<file path="config.mk">
export PLATFORM = sky130hd
export DESIGN_NAME = timer_b_device_flat
export DESIGN_NICKNAME = d
export VERILOG_FILES = /design/src/core/timer_b_pkg.sv /design/src/core/timer_b_if.sv /design/src/core/timer_b_device.sv /design/src/core/timer_b_edge.sv /design/src/flat_wrapper.sv
export SDC_FILE = /design/constraint.sdc
export NUM_CORES = 1
export LEC_CHECK = 0
export ABC_AREA = 0
export BUFFER_PORTS_ARGS = -buffer_cell sky130_fd_sc_hd__buf_2
export CELL_PAD_IN_SITES_DETAIL_PLACEMENT = 1
export CELL_PAD_IN_SITES_GLOBAL_PLACEMENT = 2
export CORE_ASPECT_RATIO = 0.5
export CORE_MARGIN = 2
export CORE_UTILIZATION = 29
export DETAILED_ROUTE_END_ITERATION = 16
export GPL_TIMING_DRIVEN = 0
export PLACE_DENSITY = 0.84
export SLEW_MARGIN = 10
export SYNTH_ARGS = -nofsm -noshare
export SYNTH_HDL_FRONTEND = slang
export SYNTH_HIERARCHICAL = 1
export SYNTH_SLANG_ARGS = --single-unit
export TNS_END_PERCENT = 20
</file>
<file path="constraint.sdc">
create_clock -name hclk -period 2.4 [get_ports hclk]
set_input_delay 0.24 -clock hclk [delete_from_list [all_inputs] [get_ports hclk]]
set_output_delay 0.24 -clock hclk [all_outputs]
set_load 0.01 [all_outputs]
</file>
<file path="src/core/timer_b_pkg.sv">
// package: constants, modes and types shared by the timer b ends
package timer_b_pkg;
  localparam int CNT_W = 16;
  // mode encodings
  typedef enum logic [2:0] {
    MODE_PERIODIC = 3'h0,
    MODE_TIMEOUT = 3'h1,
    MODE_CAPT_EVT = 3'h2,
    MODE_CAPT_FRQ = 3'h3,
    MODE_CAPT_PW = 3'h4,
    MODE_CAPT_FRQPW = 3'h5,
    MODE_SINGLE = 3'h6,
    MODE_PWM8 = 3'h7
  } mode_t;
  // tick source select encodings
  localparam logic [1:0] TICK_PER = 2'h0;
  localparam logic [1:0] TICK_PER_DIV2 = 2'h1;
  localparam logic [1:0] TICK_TIMER_A = 2'h2;
  localparam logic [1:0] TICK_RESERVED = 2'h3;
  localparam logic [15:0] COUNT_MAX = 16'hffff;
  localparam logic [15:0] COUNT_RESET = 16'h0000;
  localparam logic [15:0] COMPARE_RESET = 16'h0000;
  localparam mode_t MODE_RESET = MODE_PERIODIC;
  // AHB-Lite register byte offsets of the controller
  localparam logic [7:0] OFS_CTRL = 8'h00;
  localparam logic [7:0] OFS_EVCTRL = 8'h04;
  localparam logic [7:0] OFS_STATUS = 8'h08;
  localparam logic [7:0] OFS_COUNT = 8'h0c;
  localparam logic [7:0] OFS_COMPARE = 8'h10;
  localparam logic [7:0] OFS_EVENT = 8'h14;
  localparam logic [7:0] OFS_FLAG = 8'h18;
  // ctrl field positions
  localparam int CTRL_ENABLE = 0;
  localparam int CTRL_TSEL_LO = 1;
  localparam int CTRL_MODE_LO = 4;
  localparam int CTRL_IDLE_LVL = 7;
  localparam int CTRL_ASYNCHRONOUS_DETECT = 8;
  localparam int CTRL_RUN_HALTED = 9;
  localparam int CTRL_HALT = 10;
  localparam int EV_CAPT_EN = 0;
  localparam int EV_EDGE = 1;
  // minimum event pulse in system clocks
  localparam int EVENT_MIN_HOLD = 2;
endpackage

</file>
<file path="src/core/timer_b_if.sv">
// interface: register access lines, event line and waveform out between the ends
`timescale 1ns/1ps
interface timer_b_if;
  logic enable;
  logic [1:0] tick_source_select;
  logic [2:0] mode;
  logic idle_output_level;
  logic asynchronous_detect;
  logic run_while_halted;
  logic cpu_halted;
  logic capt_en;
  logic edge_sel;
  logic timer_a_tick;
  logic event_in;
  logic cnt_wr;
  logic [15:0] cnt_wdata;
  logic cmp_wr;
  logic [15:0] cmp_wdata;
  logic cmp_hi_rd;
  logic flag_clr;
  logic [15:0] counter_value;
  logic [15:0] capture_compare_value;
  logic capt_flag;
  logic run;
  logic waveform_out;
  modport device (
    input enable, tick_source_select, mode, idle_output_level, asynchronous_detect,
    input run_while_halted, cpu_halted, capt_en, edge_sel, timer_a_tick, event_in,
    input cnt_wr, cnt_wdata, cmp_wr, cmp_wdata, cmp_hi_rd, flag_clr,
    output counter_value, capture_compare_value, capt_flag, run, waveform_out
  );
  modport host (
    output enable, tick_source_select, mode, idle_output_level, asynchronous_detect,
    output run_while_halted, cpu_halted, capt_en, edge_sel, timer_a_tick, event_in,
    output cnt_wr, cnt_wdata, cmp_wr, cmp_wdata, cmp_hi_rd, flag_clr,
    input counter_value, capture_compare_value, capt_flag, run, waveform_out
  );
endinterface

</file>
<file path="src/core/timer_b_device.sv">
// timer b device end: counter, modes, capture and waveform output
//
// Chosen here: the address map and register access over AHB-Lite.
`timescale 1ns/1ps
// Summary of operation
// - debug halt stops timer unless run-while-halted
// - reset leaves periodic interrupt mode selected
// - enable starts counting on selected ticks
// - periodic: count to top, flag, restart
// - top below count: run to max, no flag
// - timeout: first edge restarts, second stops
// - timeout: flag when top reached before stop
// - frozen timeout: edge restarts, compare read strobe masked
// - capture on event: copy count, set flag
// - capture modes: compare register read clears flag
// - frequency: capture, restart, flag each edge
// - pulse width: rise restarts, fall captures
// - combined: rise starts, fall captures, rise stops
// - combined: read or clear arms new sequence
// - single shot: output high while counting
// - single shot: two cycle delay or asynchronous_detect
// - single shot: edge select any or rising
// - single shot: starts when enabled, unless top
// - event source holds pulse over one cycle
// - pwm: count zero to period, duty clears
// - pwm: period+1, zero low, duty>period high
// - software reprograms pwm while disabled
// - tick select: clock, half, timer a
// - other modes output idle level
module timer_b_device
  import timer_b_pkg::*;
(
  // clock and reset
  input wire logic hclk,
  input wire logic hresetn,
  // link to host
  timer_b_if.device bus
);
  import timer_b_pkg::*;
  logic ev_rise;
  logic ev_fall;
  logic [15:0] count;
  logic [15:0] compare;
  logic flag;
  logic running;
  logic div2;
  logic tick;
  logic active;
  logic [1:0] phase;
  logic [1:0] ss_delay;
  logic wave;
  mode_t mode;
  logic trig;
  logic capt_mode;
  logic any_ev;
  logic set_flag;
  logic [7:0] duty;
  logic [7:0] period;
  logic [7:0] pwm_next;

  timer_b_edge u_edge (
    .hclk(hclk),
    .hresetn(hresetn),
    .event_in(bus.event_in),
    .rise(ev_rise),
    .fall(ev_fall),
    .level()
  );

  assign mode = mode_t'(bus.mode);
  assign active = bus.enable & (~bus.cpu_halted | bus.run_while_halted);
  assign capt_mode = (mode == MODE_CAPT_EVT) || (mode == MODE_CAPT_FRQ) ||
    (mode == MODE_CAPT_PW) || (mode == MODE_CAPT_FRQPW);
  assign trig = bus.edge_sel ? ev_fall : ev_rise;
  assign any_ev = bus.capt_en & (bus.edge_sel ? (ev_rise | ev_fall) : ev_rise);
  assign period = compare[7:0];
  assign duty = compare[15:8];
  // output is registered, so it is decided from the count of the coming cycle
  assign pwm_next = (count[7:0] >= period) ? 8'h00 : count[7:0] + 8'h01;

  // tick source select; reserved code gives no ticks
  always_ff @(posedge hclk or negedge hresetn)
  begin
    if (!hresetn)
      div2 <= 1'b0;
    else
      div2 <= ~div2;
  end
  always_comb
  begin
    case (bus.tick_source_select)
      TICK_PER: tick = 1'b1;
      TICK_PER_DIV2: tick = div2;
      TICK_TIMER_A: tick = bus.timer_a_tick;
      default: tick = 1'b0;
    endcase
  end

  // counter, run state and capture
  always_ff @(posedge hclk or negedge hresetn)
  begin
    if (!hresetn)
    begin
      count <= COUNT_RESET;
      compare <= COMPARE_RESET;
      running <= 1'b0;
      phase <= 2'h0;
      set_flag <= 1'b0;
    end
    else
    begin
      set_flag <= 1'b0;
      if (bus.cmp_wr)
        compare <= bus.cmp_wdata;
      if (bus.cnt_wr)
        count <= bus.cnt_wdata;
      else if (!active)
      begin
        running <= (mode == MODE_SINGLE) ? 1'b0 : running;
        phase <= 2'h0;
      end
      else
      begin
        case (mode)
          MODE_PERIODIC:
          begin
            running <= 1'b1;
            if (tick)
            begin
              if (count == compare)
              begin
                count <= COUNT_RESET;
                set_flag <= 1'b1;
              end
              else
                count <= count + 16'h0001; // wraps past max silently
            end
          end
          MODE_TIMEOUT:
          begin
            if (bus.capt_en && trig)
            begin
              running <= (phase != 2'h1); // second edge freezes, next restarts
              phase <= (phase == 2'h1) ? 2'h0 : 2'h1;
              if (phase != 2'h1)
                count <= COUNT_RESET;
            end
            else if (running && tick)
            begin
              count <= count + 16'h0001;
              if (count + 16'h0001 == compare)
                set_flag <= 1'b1;
            end
          end
          MODE_CAPT_EVT:
          begin
            running <= 1'b1;
            if (tick)
              count <= count + 16'h0001;
            if (bus.capt_en && trig)
            begin
              compare <= count;
              set_flag <= 1'b1;
            end
          end
          MODE_CAPT_FRQ:
          begin
            running <= 1'b1;
            if (bus.capt_en && trig)
            begin
              compare <= count;
              count <= COUNT_RESET;
              set_flag <= 1'b1;
            end
            else if (tick)
              count <= count + 16'h0001;
          end
          MODE_CAPT_PW:
          begin
            running <= 1'b1;
            if (bus.capt_en && ev_rise)
              count <= COUNT_RESET;
            else if (bus.capt_en && ev_fall)
            begin
              compare <= count;
              set_flag <= 1'b1;
            end
            else if (tick)
              count <= count + 16'h0001;
          end
          MODE_CAPT_FRQPW:
          begin
            if (phase == 2'h3 && (bus.flag_clr || bus.cmp_hi_rd))
              phase <= 2'h0;
            else if (bus.capt_en && ev_rise && phase == 2'h0)
            begin
              count <= COUNT_RESET;
              running <= 1'b1;
              phase <= 2'h1;
            end
            else if (bus.capt_en && ev_fall && phase == 2'h1)
            begin
              compare <= count;
              phase <= 2'h2;
            end
            else if (bus.capt_en && ev_rise && phase == 2'h2)
            begin
              running <= 1'b0;
              set_flag <= 1'b1;
              phase <= 2'h3;
            end
            if (running && tick && !(bus.capt_en && ev_rise))
              count <= count + 16'h0001;
          end
          MODE_SINGLE:
          begin
            if (!running && any_ev && !wave)
            begin
              count <= COUNT_RESET; // events while output still high are ignored
              running <= 1'b1;
            end
            else if (running && tick)
            begin
              if (count == compare)
                running <= 1'b0;
              else
                count <= count + 16'h0001;
            end
            else if (!running && count != compare && tick)
              running <= 1'b1; // starts at enable unless count holds top
          end
          MODE_PWM8:
          begin
            running <= 1'b1;
            if (tick)
              count <= (count[7:0] >= period) ? COUNT_RESET : count + 16'h0001;
          end
          default: running <= 1'b0;
        endcase
      end
    end
  end

  // capture flag: hardware set wins over software clear
  always_ff @(posedge hclk or negedge hresetn)
  begin
    if (!hresetn)
      flag <= 1'b0;
    else if (set_flag)
      flag <= 1'b1;
    else if (bus.flag_clr || (capt_mode && bus.cmp_hi_rd))
      flag <= 1'b0;
  end

  // waveform output; single shot rises two clocks after run rises unless asynchronous_detect
  always_ff @(posedge hclk or negedge hresetn)
  begin
    if (!hresetn)
    begin
      wave <= 1'b0;
      ss_delay <= 2'h0;
    end
    else
    begin
      ss_delay <= {ss_delay[0], running};
      case (mode)
        MODE_SINGLE: wave <= bus.asynchronous_detect ? running : ss_delay[0];
        MODE_PWM8:
          wave <= (period != 8'h00) && (duty != 8'h00) &&
            (({8'h00, duty} > {8'h00, period}) || (pwm_next < duty));
        default: wave <= bus.idle_output_level;
      endcase
    end
  end

  assign bus.counter_value = count;
  assign bus.capture_compare_value = compare;
  assign bus.capt_flag = flag;
  assign bus.run = running;
  assign bus.waveform_out = wave;
endmodule // timer_b_device

</file>
<file path="src/core/timer_b_edge.sv">
// event input synchroniser and edge detector
`timescale 1ns/1ps
module timer_b_edge (
  // clock and reset
  input wire logic hclk,
  input wire logic hresetn,
  // event line
  input wire logic event_in,
  // detected edges
  output logic rise,
  output logic fall,
  output logic level
);
  logic sync_a;
  logic sync_b;
  logic prev;
  always_ff @(posedge hclk or negedge hresetn)
  begin
    if (!hresetn)
    begin
      sync_a <= 1'b0;
      sync_b <= 1'b0;
      prev <= 1'b0;
    end
    else
    begin
      sync_a <= event_in;
      sync_b <= sync_a;
      prev <= sync_b;
    end
  end
  assign rise = sync_b & ~prev;
  assign fall = ~sync_b & prev;
  assign level = sync_b;
endmodule // timer_b_edge

</file>
<file path="src/flat_wrapper.sv">
// flat-port wrapper written by rule: the top's interface ports become plain ports
module timer_b_device_flat import timer_b_pkg::*;
  (hclk, hresetn, bus_enable, bus_tick_source_select, bus_mode, bus_idle_output_level, bus_asynchronous_detect, bus_run_while_halted, bus_cpu_halted, bus_capt_en, bus_edge_sel, bus_timer_a_tick, bus_event_in, bus_cnt_wr, bus_cnt_wdata, bus_cmp_wr, bus_cmp_wdata, bus_cmp_hi_rd, bus_flag_clr, bus_counter_value, bus_capture_compare_value, bus_capt_flag, bus_run, bus_waveform_out);
  timer_b_if bus_i ();
  input wire logic hclk;
  input wire logic hresetn;
  input wire logic [$bits(bus_i.enable)-1:0] bus_enable;
  input wire logic [$bits(bus_i.tick_source_select)-1:0] bus_tick_source_select;
  input wire logic [$bits(bus_i.mode)-1:0] bus_mode;
  input wire logic [$bits(bus_i.idle_output_level)-1:0] bus_idle_output_level;
  input wire logic [$bits(bus_i.asynchronous_detect)-1:0] bus_asynchronous_detect;
  input wire logic [$bits(bus_i.run_while_halted)-1:0] bus_run_while_halted;
  input wire logic [$bits(bus_i.cpu_halted)-1:0] bus_cpu_halted;
  input wire logic [$bits(bus_i.capt_en)-1:0] bus_capt_en;
  input wire logic [$bits(bus_i.edge_sel)-1:0] bus_edge_sel;
  input wire logic [$bits(bus_i.timer_a_tick)-1:0] bus_timer_a_tick;
  input wire logic [$bits(bus_i.event_in)-1:0] bus_event_in;
  input wire logic [$bits(bus_i.cnt_wr)-1:0] bus_cnt_wr;
  input wire logic [$bits(bus_i.cnt_wdata)-1:0] bus_cnt_wdata;
  input wire logic [$bits(bus_i.cmp_wr)-1:0] bus_cmp_wr;
  input wire logic [$bits(bus_i.cmp_wdata)-1:0] bus_cmp_wdata;
  input wire logic [$bits(bus_i.cmp_hi_rd)-1:0] bus_cmp_hi_rd;
  input wire logic [$bits(bus_i.flag_clr)-1:0] bus_flag_clr;
  output wire logic [$bits(bus_i.counter_value)-1:0] bus_counter_value;
  output wire logic [$bits(bus_i.capture_compare_value)-1:0] bus_capture_compare_value;
  output wire logic [$bits(bus_i.capt_flag)-1:0] bus_capt_flag;
  output wire logic [$bits(bus_i.run)-1:0] bus_run;
  output wire logic [$bits(bus_i.waveform_out)-1:0] bus_waveform_out;
  assign bus_i.enable = bus_enable;
  assign bus_i.tick_source_select = bus_tick_source_select;
  assign bus_i.mode = bus_mode;
  assign bus_i.idle_output_level = bus_idle_output_level;
  assign bus_i.asynchronous_detect = bus_asynchronous_detect;
  assign bus_i.run_while_halted = bus_run_while_halted;
  assign bus_i.cpu_halted = bus_cpu_halted;
  assign bus_i.capt_en = bus_capt_en;
  assign bus_i.edge_sel = bus_edge_sel;
  assign bus_i.timer_a_tick = bus_timer_a_tick;
  assign bus_i.event_in = bus_event_in;
  assign bus_i.cnt_wr = bus_cnt_wr;
  assign bus_i.cnt_wdata = bus_cnt_wdata;
  assign bus_i.cmp_wr = bus_cmp_wr;
  assign bus_i.cmp_wdata = bus_cmp_wdata;
  assign bus_i.cmp_hi_rd = bus_cmp_hi_rd;
  assign bus_i.flag_clr = bus_flag_clr;
  assign bus_counter_value = bus_i.counter_value;
  assign bus_capture_compare_value = bus_i.capture_compare_value;
  assign bus_capt_flag = bus_i.capt_flag;
  assign bus_run = bus_i.run;
  assign bus_waveform_out = bus_i.waveform_out;
  timer_b_device u_core (.hclk(hclk), .hresetn(hresetn), .bus(bus_i));
endmodule
</file>
* Word level (Yosys, flattened, before mapping)
Cells that the tools add are included.
** Storage, ports and cells
- Bits in registers :: 43
- Bits of input ports :: 52
- Output and inout bits :: 35
- Word-level logic and storage cells :: 172
** Cells by class
- $add $sub $neg :: 2
- Order comparisons :: 3
- Equality and inequality tests :: 33
- Multiplexer cells :: 73
- Bitwise logic cells :: 11
- Reduce and logical (&&, ||, !) cells :: 38
** Operators with widths (number)
- $mux 16 :: 28
- $pmux 16 s8 :: 1
- $pmux 16 s3 :: 1
- $eq 16x16->1 :: 2
- $ne 4x4->1 const B :: 8
- $mux 1 :: 31
- $add 16x1->16 const B :: 1
- $logic_and 1x1->1 :: 16
- $ne 16x16->1 :: 1
- $reduce_bool 8->1 :: 2
- $eq 3x3->1 const B :: 4
- $mux 2 :: 6
- $ne 5x5->1 const B :: 2
- $reduce_and 10->1 :: 1
- $ne 3x3->1 const B :: 3
- $add 8x1->8 const B :: 1
- $ge 8x8->1 :: 1
- $gt 8x8->1 :: 1
- $lt 8x8->1 :: 1
- $mux 8 :: 1
- $reduce_and 8->1 :: 1
- $eq 2x2->1 const B :: 3
- $eq 3x2->1 const B :: 2
- $logic_or 1x1->1 :: 6
- 21 further kinds :: 36

* Logic depth before layout (Yosys ltp)
- Depth after elaboration :: 11
- Mapped depth :: 12
- Mapped depth without buffers :: 12

* Modules after synthesis
The synthesis kept the hierarchy.
** By module, submodules not included
- timer_b_device :: times used 1, cells each 465, area each 3729.8 um2, seq. area each 1001.0 um2
- timer_b_edge :: times used 1, cells each 5, area each 90.1 um2, seq. area each 75.1 um2

* Least setup slack after synthesis
No wires, ideal clock.
- Path kind :: register to register
- From :: register u_core.compare[6], in the netlist u_core/bus.capture_compare_value[6]
- To :: register u_core.wave, in the netlist u_core/bus.waveform_out
- Setup time :: 0.152 ns
- Arrival :: 2.406 ns
- Data required time :: 2.248 ns
- Path slack :: -0.158 ns
- Cell stages (with the launch flop) :: 10
- Buffers on the path :: 0
- Period minus slack after synthesis :: 2.558 ns
- Path through :: dfrtp_1 > inv_1 > ha_1 > nand4_1 > o31ai_2 > nor2_1 > ha_1 > nand4_1 > o311ai_0 > o311ai_0
** On the way
- Word-level cells in the longest chain between the ends :: 6
- Elaborated cells on any way between the ends :: 9
- Classes of those cells :: order compare (3); mux (2); reduce/logical (4)
** Ends and longest elaborated chain
- start: declaration :: RTL line timer_b_device.sv:43 : logic [15:0] compare;
- start signal: assignment :: RTL line timer_b_device.sv:114 : compare <= bus.cmp_wdata;
- start signal: assignment :: RTL line timer_b_device.sv:162 : compare <= count;
- start signal: assignment :: RTL line timer_b_device.sv:171 : compare <= count;
- $ge 8x8->1 :: RTL line timer_b_device.sv:79 : assign pwm_next = (count[7:0] >= period) ? 8'h00 : count[7:0] + 8'h01;
- $mux 8 :: RTL line timer_b_device.sv:79
- $lt 8x8->1 :: RTL line timer_b_device.sv:270 : (({8'h00, duty} > {8'h00, period}) || (pwm_next < duty));
- $logic_or 1x1->1 :: RTL line timer_b_device.sv:270
- $logic_and 1x1->1 (*) :: RTL line timer_b_device.sv:269 : wave <= (period != 8'h00) && (duty != 8'h00) &&
- $pmux 1 s2 (*) :: RTL line timer_b_device.sv:266 : case (mode)
- end signal: assignment :: RTL line timer_b_device.sv:267 : MODE_SINGLE: wave <= bus.asynchronous_detect ? running : ss_delay[0];
- end signal: assignment :: RTL line timer_b_device.sv:269
- end signal: assignment :: RTL line timer_b_device.sv:271 : default: wave <= bus.idle_output_level;
- end: declaration :: RTL line timer_b_device.sv:51 : logic wave;
Every way passes the cells marked *; elsewhere a longest branch is shown, timed or not.
A chain may end at the register's enable or synchronous reset.

* Worst setup path after layout
- From :: register u_core.count[4], in the netlist u_core/bus.counter_value[4]
- To :: register u_core.wave, in the netlist u_core/bus.waveform_out
** On the way
- Word-level cells in the longest chain between the ends :: 6
- Elaborated cells on any way between the ends :: 7
- Classes of those cells :: add/sub (1); order compare (2); mux (2); reduce/logical (2)
** Ends and longest elaborated chain
- start: declaration :: RTL line timer_b_device.sv:42 : logic [15:0] count;
- start signal: assignment :: RTL line timer_b_device.sv:116 : count <= bus.cnt_wdata;
- start signal: assignment :: RTL line timer_b_device.sv:136 : count <= count + 16'h0001;
- start signal: assignment :: RTL line timer_b_device.sv:150 : count <= count + 16'h0001;
- $add 8x1->8 / $ge 8x8->1 (equally long branches) :: RTL line timer_b_device.sv:79
- $mux 8 (*) :: RTL line timer_b_device.sv:79
- $lt 8x8->1 (*) :: RTL line timer_b_device.sv:270
- $logic_or 1x1->1 (*) :: RTL line timer_b_device.sv:270
- $logic_and 1x1->1 (*) :: RTL line timer_b_device.sv:269
- $pmux 1 s2 (*) :: RTL line timer_b_device.sv:266
Marks and branches as above.

==> impl_metrics.csv <==
group,metric,value,unit
status,status,"complete, but fails checks",
status,violations,"setup timing",
synthesis,synth_most_common_cell,"nand2_1",
floorplanning,die-area,14200,um^2
synthesis,synth_top_area_cell,"dfrtp_1",
detailed_routing,wire_per_inst,22.0,um
worst_setup_path,worst-path-max-fanout,5,
synthesis,async_reset_ff_share,100,%
min_path,hold_depth,1,
sta,timing.final.ws_setup,-256,ps
synthesis,synth_common_cells,"nand2_1 (55), dfrtp_1 (43), a21oi_1 (34), o21ai_0 (34), inv_1 (28)",
worst_setup_path,path_buf_inv,1,
synthesis,synth_cell_types,67,
detailed_routing,wl,17100,um
synthesis,synthCells,470,
synthesis,yosys_warnings,6,
min_path,hp-start,"bus_event_in",
worst_setup_path,path_class,"flip-flop to flip-flop",
synthesis,ys_seq_elements,43,
floorplanning,start_util,29.9,%
grt,antenna_found_initial,0,
synthesis,synth_top_area_share,28.2,%
worst_setup_path,r2r_start,"u_core/bus.counter_value[4]",
sta,clock_skew,7.75,ps
worst_setup_path,crit_start,"u_core/bus.counter_value[4]",
synthesis,yosysSeqAreaShare,28.2,%
sta,slew_viol_final,0,
placed_design,dp_cells,722,
power_and_ir_drop,p_leak,2.34,nW
finish,design_area,5440,um^2
finish,nFillCells,1518,
worst_setup_path,crit_path_cell_trace,"ha_4, nand4_1, buf_4, o31ai_4, nor2_1, ha_1, a21oi_2, nor2b_1, o21ai_1, o311ai_1, o311ai_1",
worst_setup_path,worstSetupPathDepth,11,
placed_design,portBuffers,82,
floorplanning,core_region_area,12800,um^2
finish,multiInputGateArea,2900,um^2
finish,seqCellArea,1090,um^2
finish,drive_gt1_share,39.8,%
finish,final_cells,776,
worst_setup_path,worstPathRequired,2590,ps
synthesis,synth_top_cells_by_area,"dfrtp_1 (28%), ha_1 (7.9%), nand2_1 (5.4%)",
sta,min_period,2660,ps
sta,hold_viol_final,0,
sta,setup_viol_count_final,17,
grt,grtUsageTotal,23.7,%
floorplanning,pin_count,87,
synthesis,syn_nets,546,
floorplanning,die_y,85.2,um
worst_setup_path,critPathLaunchType,"flip-flop",
placed_design,routabilityCongestion,0.894,
worst_setup_path,worst-r2r-cell-count,11,
detailed_routing,viasPerCell,5.54,
finish,nets,681,
detailed_routing,drc,0,
floorplanning,die_w,166,um
worst_setup_path,critical-path-max-stage-delay,470,ps
sta,fmax,0.377,GHz
detailed_routing,via_count,4299,
grt,grt_max_degree,44,
worst_setup_path,worstSetupEndpointType,"flip-flop",
finish,num_antenna_cells,0,
sta,hold_slack,57.3,ps
floorplanning,rows,29,
run,max_cap_violations,0,
cts,htreeDepth,2,
grt,overflow,0,
detailed_routing,ant_nets,0,
sta,period_share,111,%
power_and_ir_drop,p_per_area,598,nW/um^2
finish,syn2layout_area_growth,42.3,%
grt,grt_pass1_wl,25700,um
synthesis,netlist_area,3820,um^2
cts,clk_latency,300,ps
sta,rsz0062_at_grt,"yes",
worst_setup_path,slowest_stage,"dfrtp_2",
grt,grt_pass1_vias,4376,
placed_design,dp_hpwl,11200,um
sta,worst_slew_pin_slew,1050,ps
synthesis,synthFlopType,"dfrtp_1",
worst_setup_path,cp_top_family,"compound AO/OA/AOI/OAI gates",
cts,cts.sinks,43,
cts,cts_made_buffers,5,
synthesis,synth_edf_count,0,
worst_setup_path,arrival,2850,ps
detailed_routing,drt_iter0_markers,264,
synthesis,synth_area_per_cell,8.13,um^2
power_and_ir_drop,peakVddDrop,255,uV
cts,path_clk_slew,70,ps
worst_setup_path,critical_path.most_common_cell,"o311ai_1",
cts,clk_path_buf_depth,2,
min_path,hold_path.class,"primary input to flip-flop",
cts,cts_tree,"done",
placed_design,place_area,4470,um^2
sta,relSlewSlack,30.0,%
power_and_ir_drop,p_total,0.00325,W
cts,root_buffer,"clkbuf_16",
detailed_routing,drt_pass1_iterations,5,
## layout by cell type, fill, tap and decap left out, drive strengths merged, types with 8 or more instances in the layout
cell and n:
buf 142, nand2 55, dfrtp 43, o21ai 43, a21oi 35, inv 30, ha 24, nor2 23
nand3 20, mux2i 19, xor2 14, clkbuf 14, xnor2 13, nor2b 12, nor3 9, nand4 8
and2 8, nand2b 8
## timing repair
item / in CTS / in global routing
resized for setup: 71 / 27
hold buffers: 0 / 0
endpoints found under the setup margin: 29 / 29
hold endpoints to repair: 0 / 0
cloned: 2 / 0
pin swaps: 36 / 21
setup buffers: 36 / 8
## stage by stage
step,TNS [ps],worst slack (ps),utilization [%]
final,-2390,-256,42.6
after global routing,-3740,-365,42.6
after CTS,-1120,-104,41.1
after detailed placement,-10660,-702,35.0
after global placement,-9730,-684,35.0
after floorplan,-8.03,-4.01,-
## registers in the layout (all words and copies together), names as in the netlist
| signal | count |
|---|---|
| u_core/bus.capture_compare_value | 16 |
| u_core/bus.counter_value | 16 |
| u_core/phase | 2 |
| u_core/bus.capt_flag | 1 |
| u_core/bus.run | 1 |
| u_core/bus.waveform_out | 1 |
| u_core/div2 | 1 |
| u_core/set_flag | 1 |
| u_core/ss_delay | 1 |
| u_core/u_edge/level | 1 |
| u_core/u_edge/prev | 1 |
| u_core/u_edge/sync_a | 1 |
## cell type report
type / count / share of cell area (%)
plain buffers: 23 / 2.74
clock buffers: 6 / 2.55
clock inverters: 2 / 0.713
inverters: 29 / 2.05
multi-input cells: 376 / 53.3
flip-flops and latches: 43 / 20.1
well taps: 170 / 3.91
repair buffers: 127 / 14.6
## path summary, 6_finish.rpt
| check | to | slack [ps] |
|---|---|---|
| worst max-delay path | u_core/bus.waveform_out | -260 |
| worst min-delay path | u_core/u_edge/sync_a | 60 |
| worst max register to register | u_core/bus.waveform_out | -260 |
| worst min register to register | u_core/u_edge/level | 360 |
| max in group asynchronous | u_core/bus.counter_value[5] | 1550 |
| min in group asynchronous | u_core/bus.capture_compare_value[9] | 120 |
## logic make-up after synthesis
logic type | synth area share (%)
compound gates | 23.4
xor+xnor | 6.19
fa+ha+maj | 7.86
buf+inv | 6.06
flops | 28.2
mux | 5.86
simple gates | 22.5
## where the power goes
part	switching (W)	leakage, nW	internal, W
Combinational	0.000807	1.76	0.000629
Sequential	0.000145	0.493	0.000810
Clock	0.000335	0.0875	0.000525
## metal layers
layer	global-route usage [%]	up-vias	part of all wire (%)	wire (um)
met5	0	-	0	0
met4	4.94	0	2.0	343
met3	5.83	28	7.2	1230
met2	37.8	144	44	7540
met1	32.9	2156	47	7960
li1	-	1971	-	-
No activity file was read; power rests on OpenSTA's default activity.
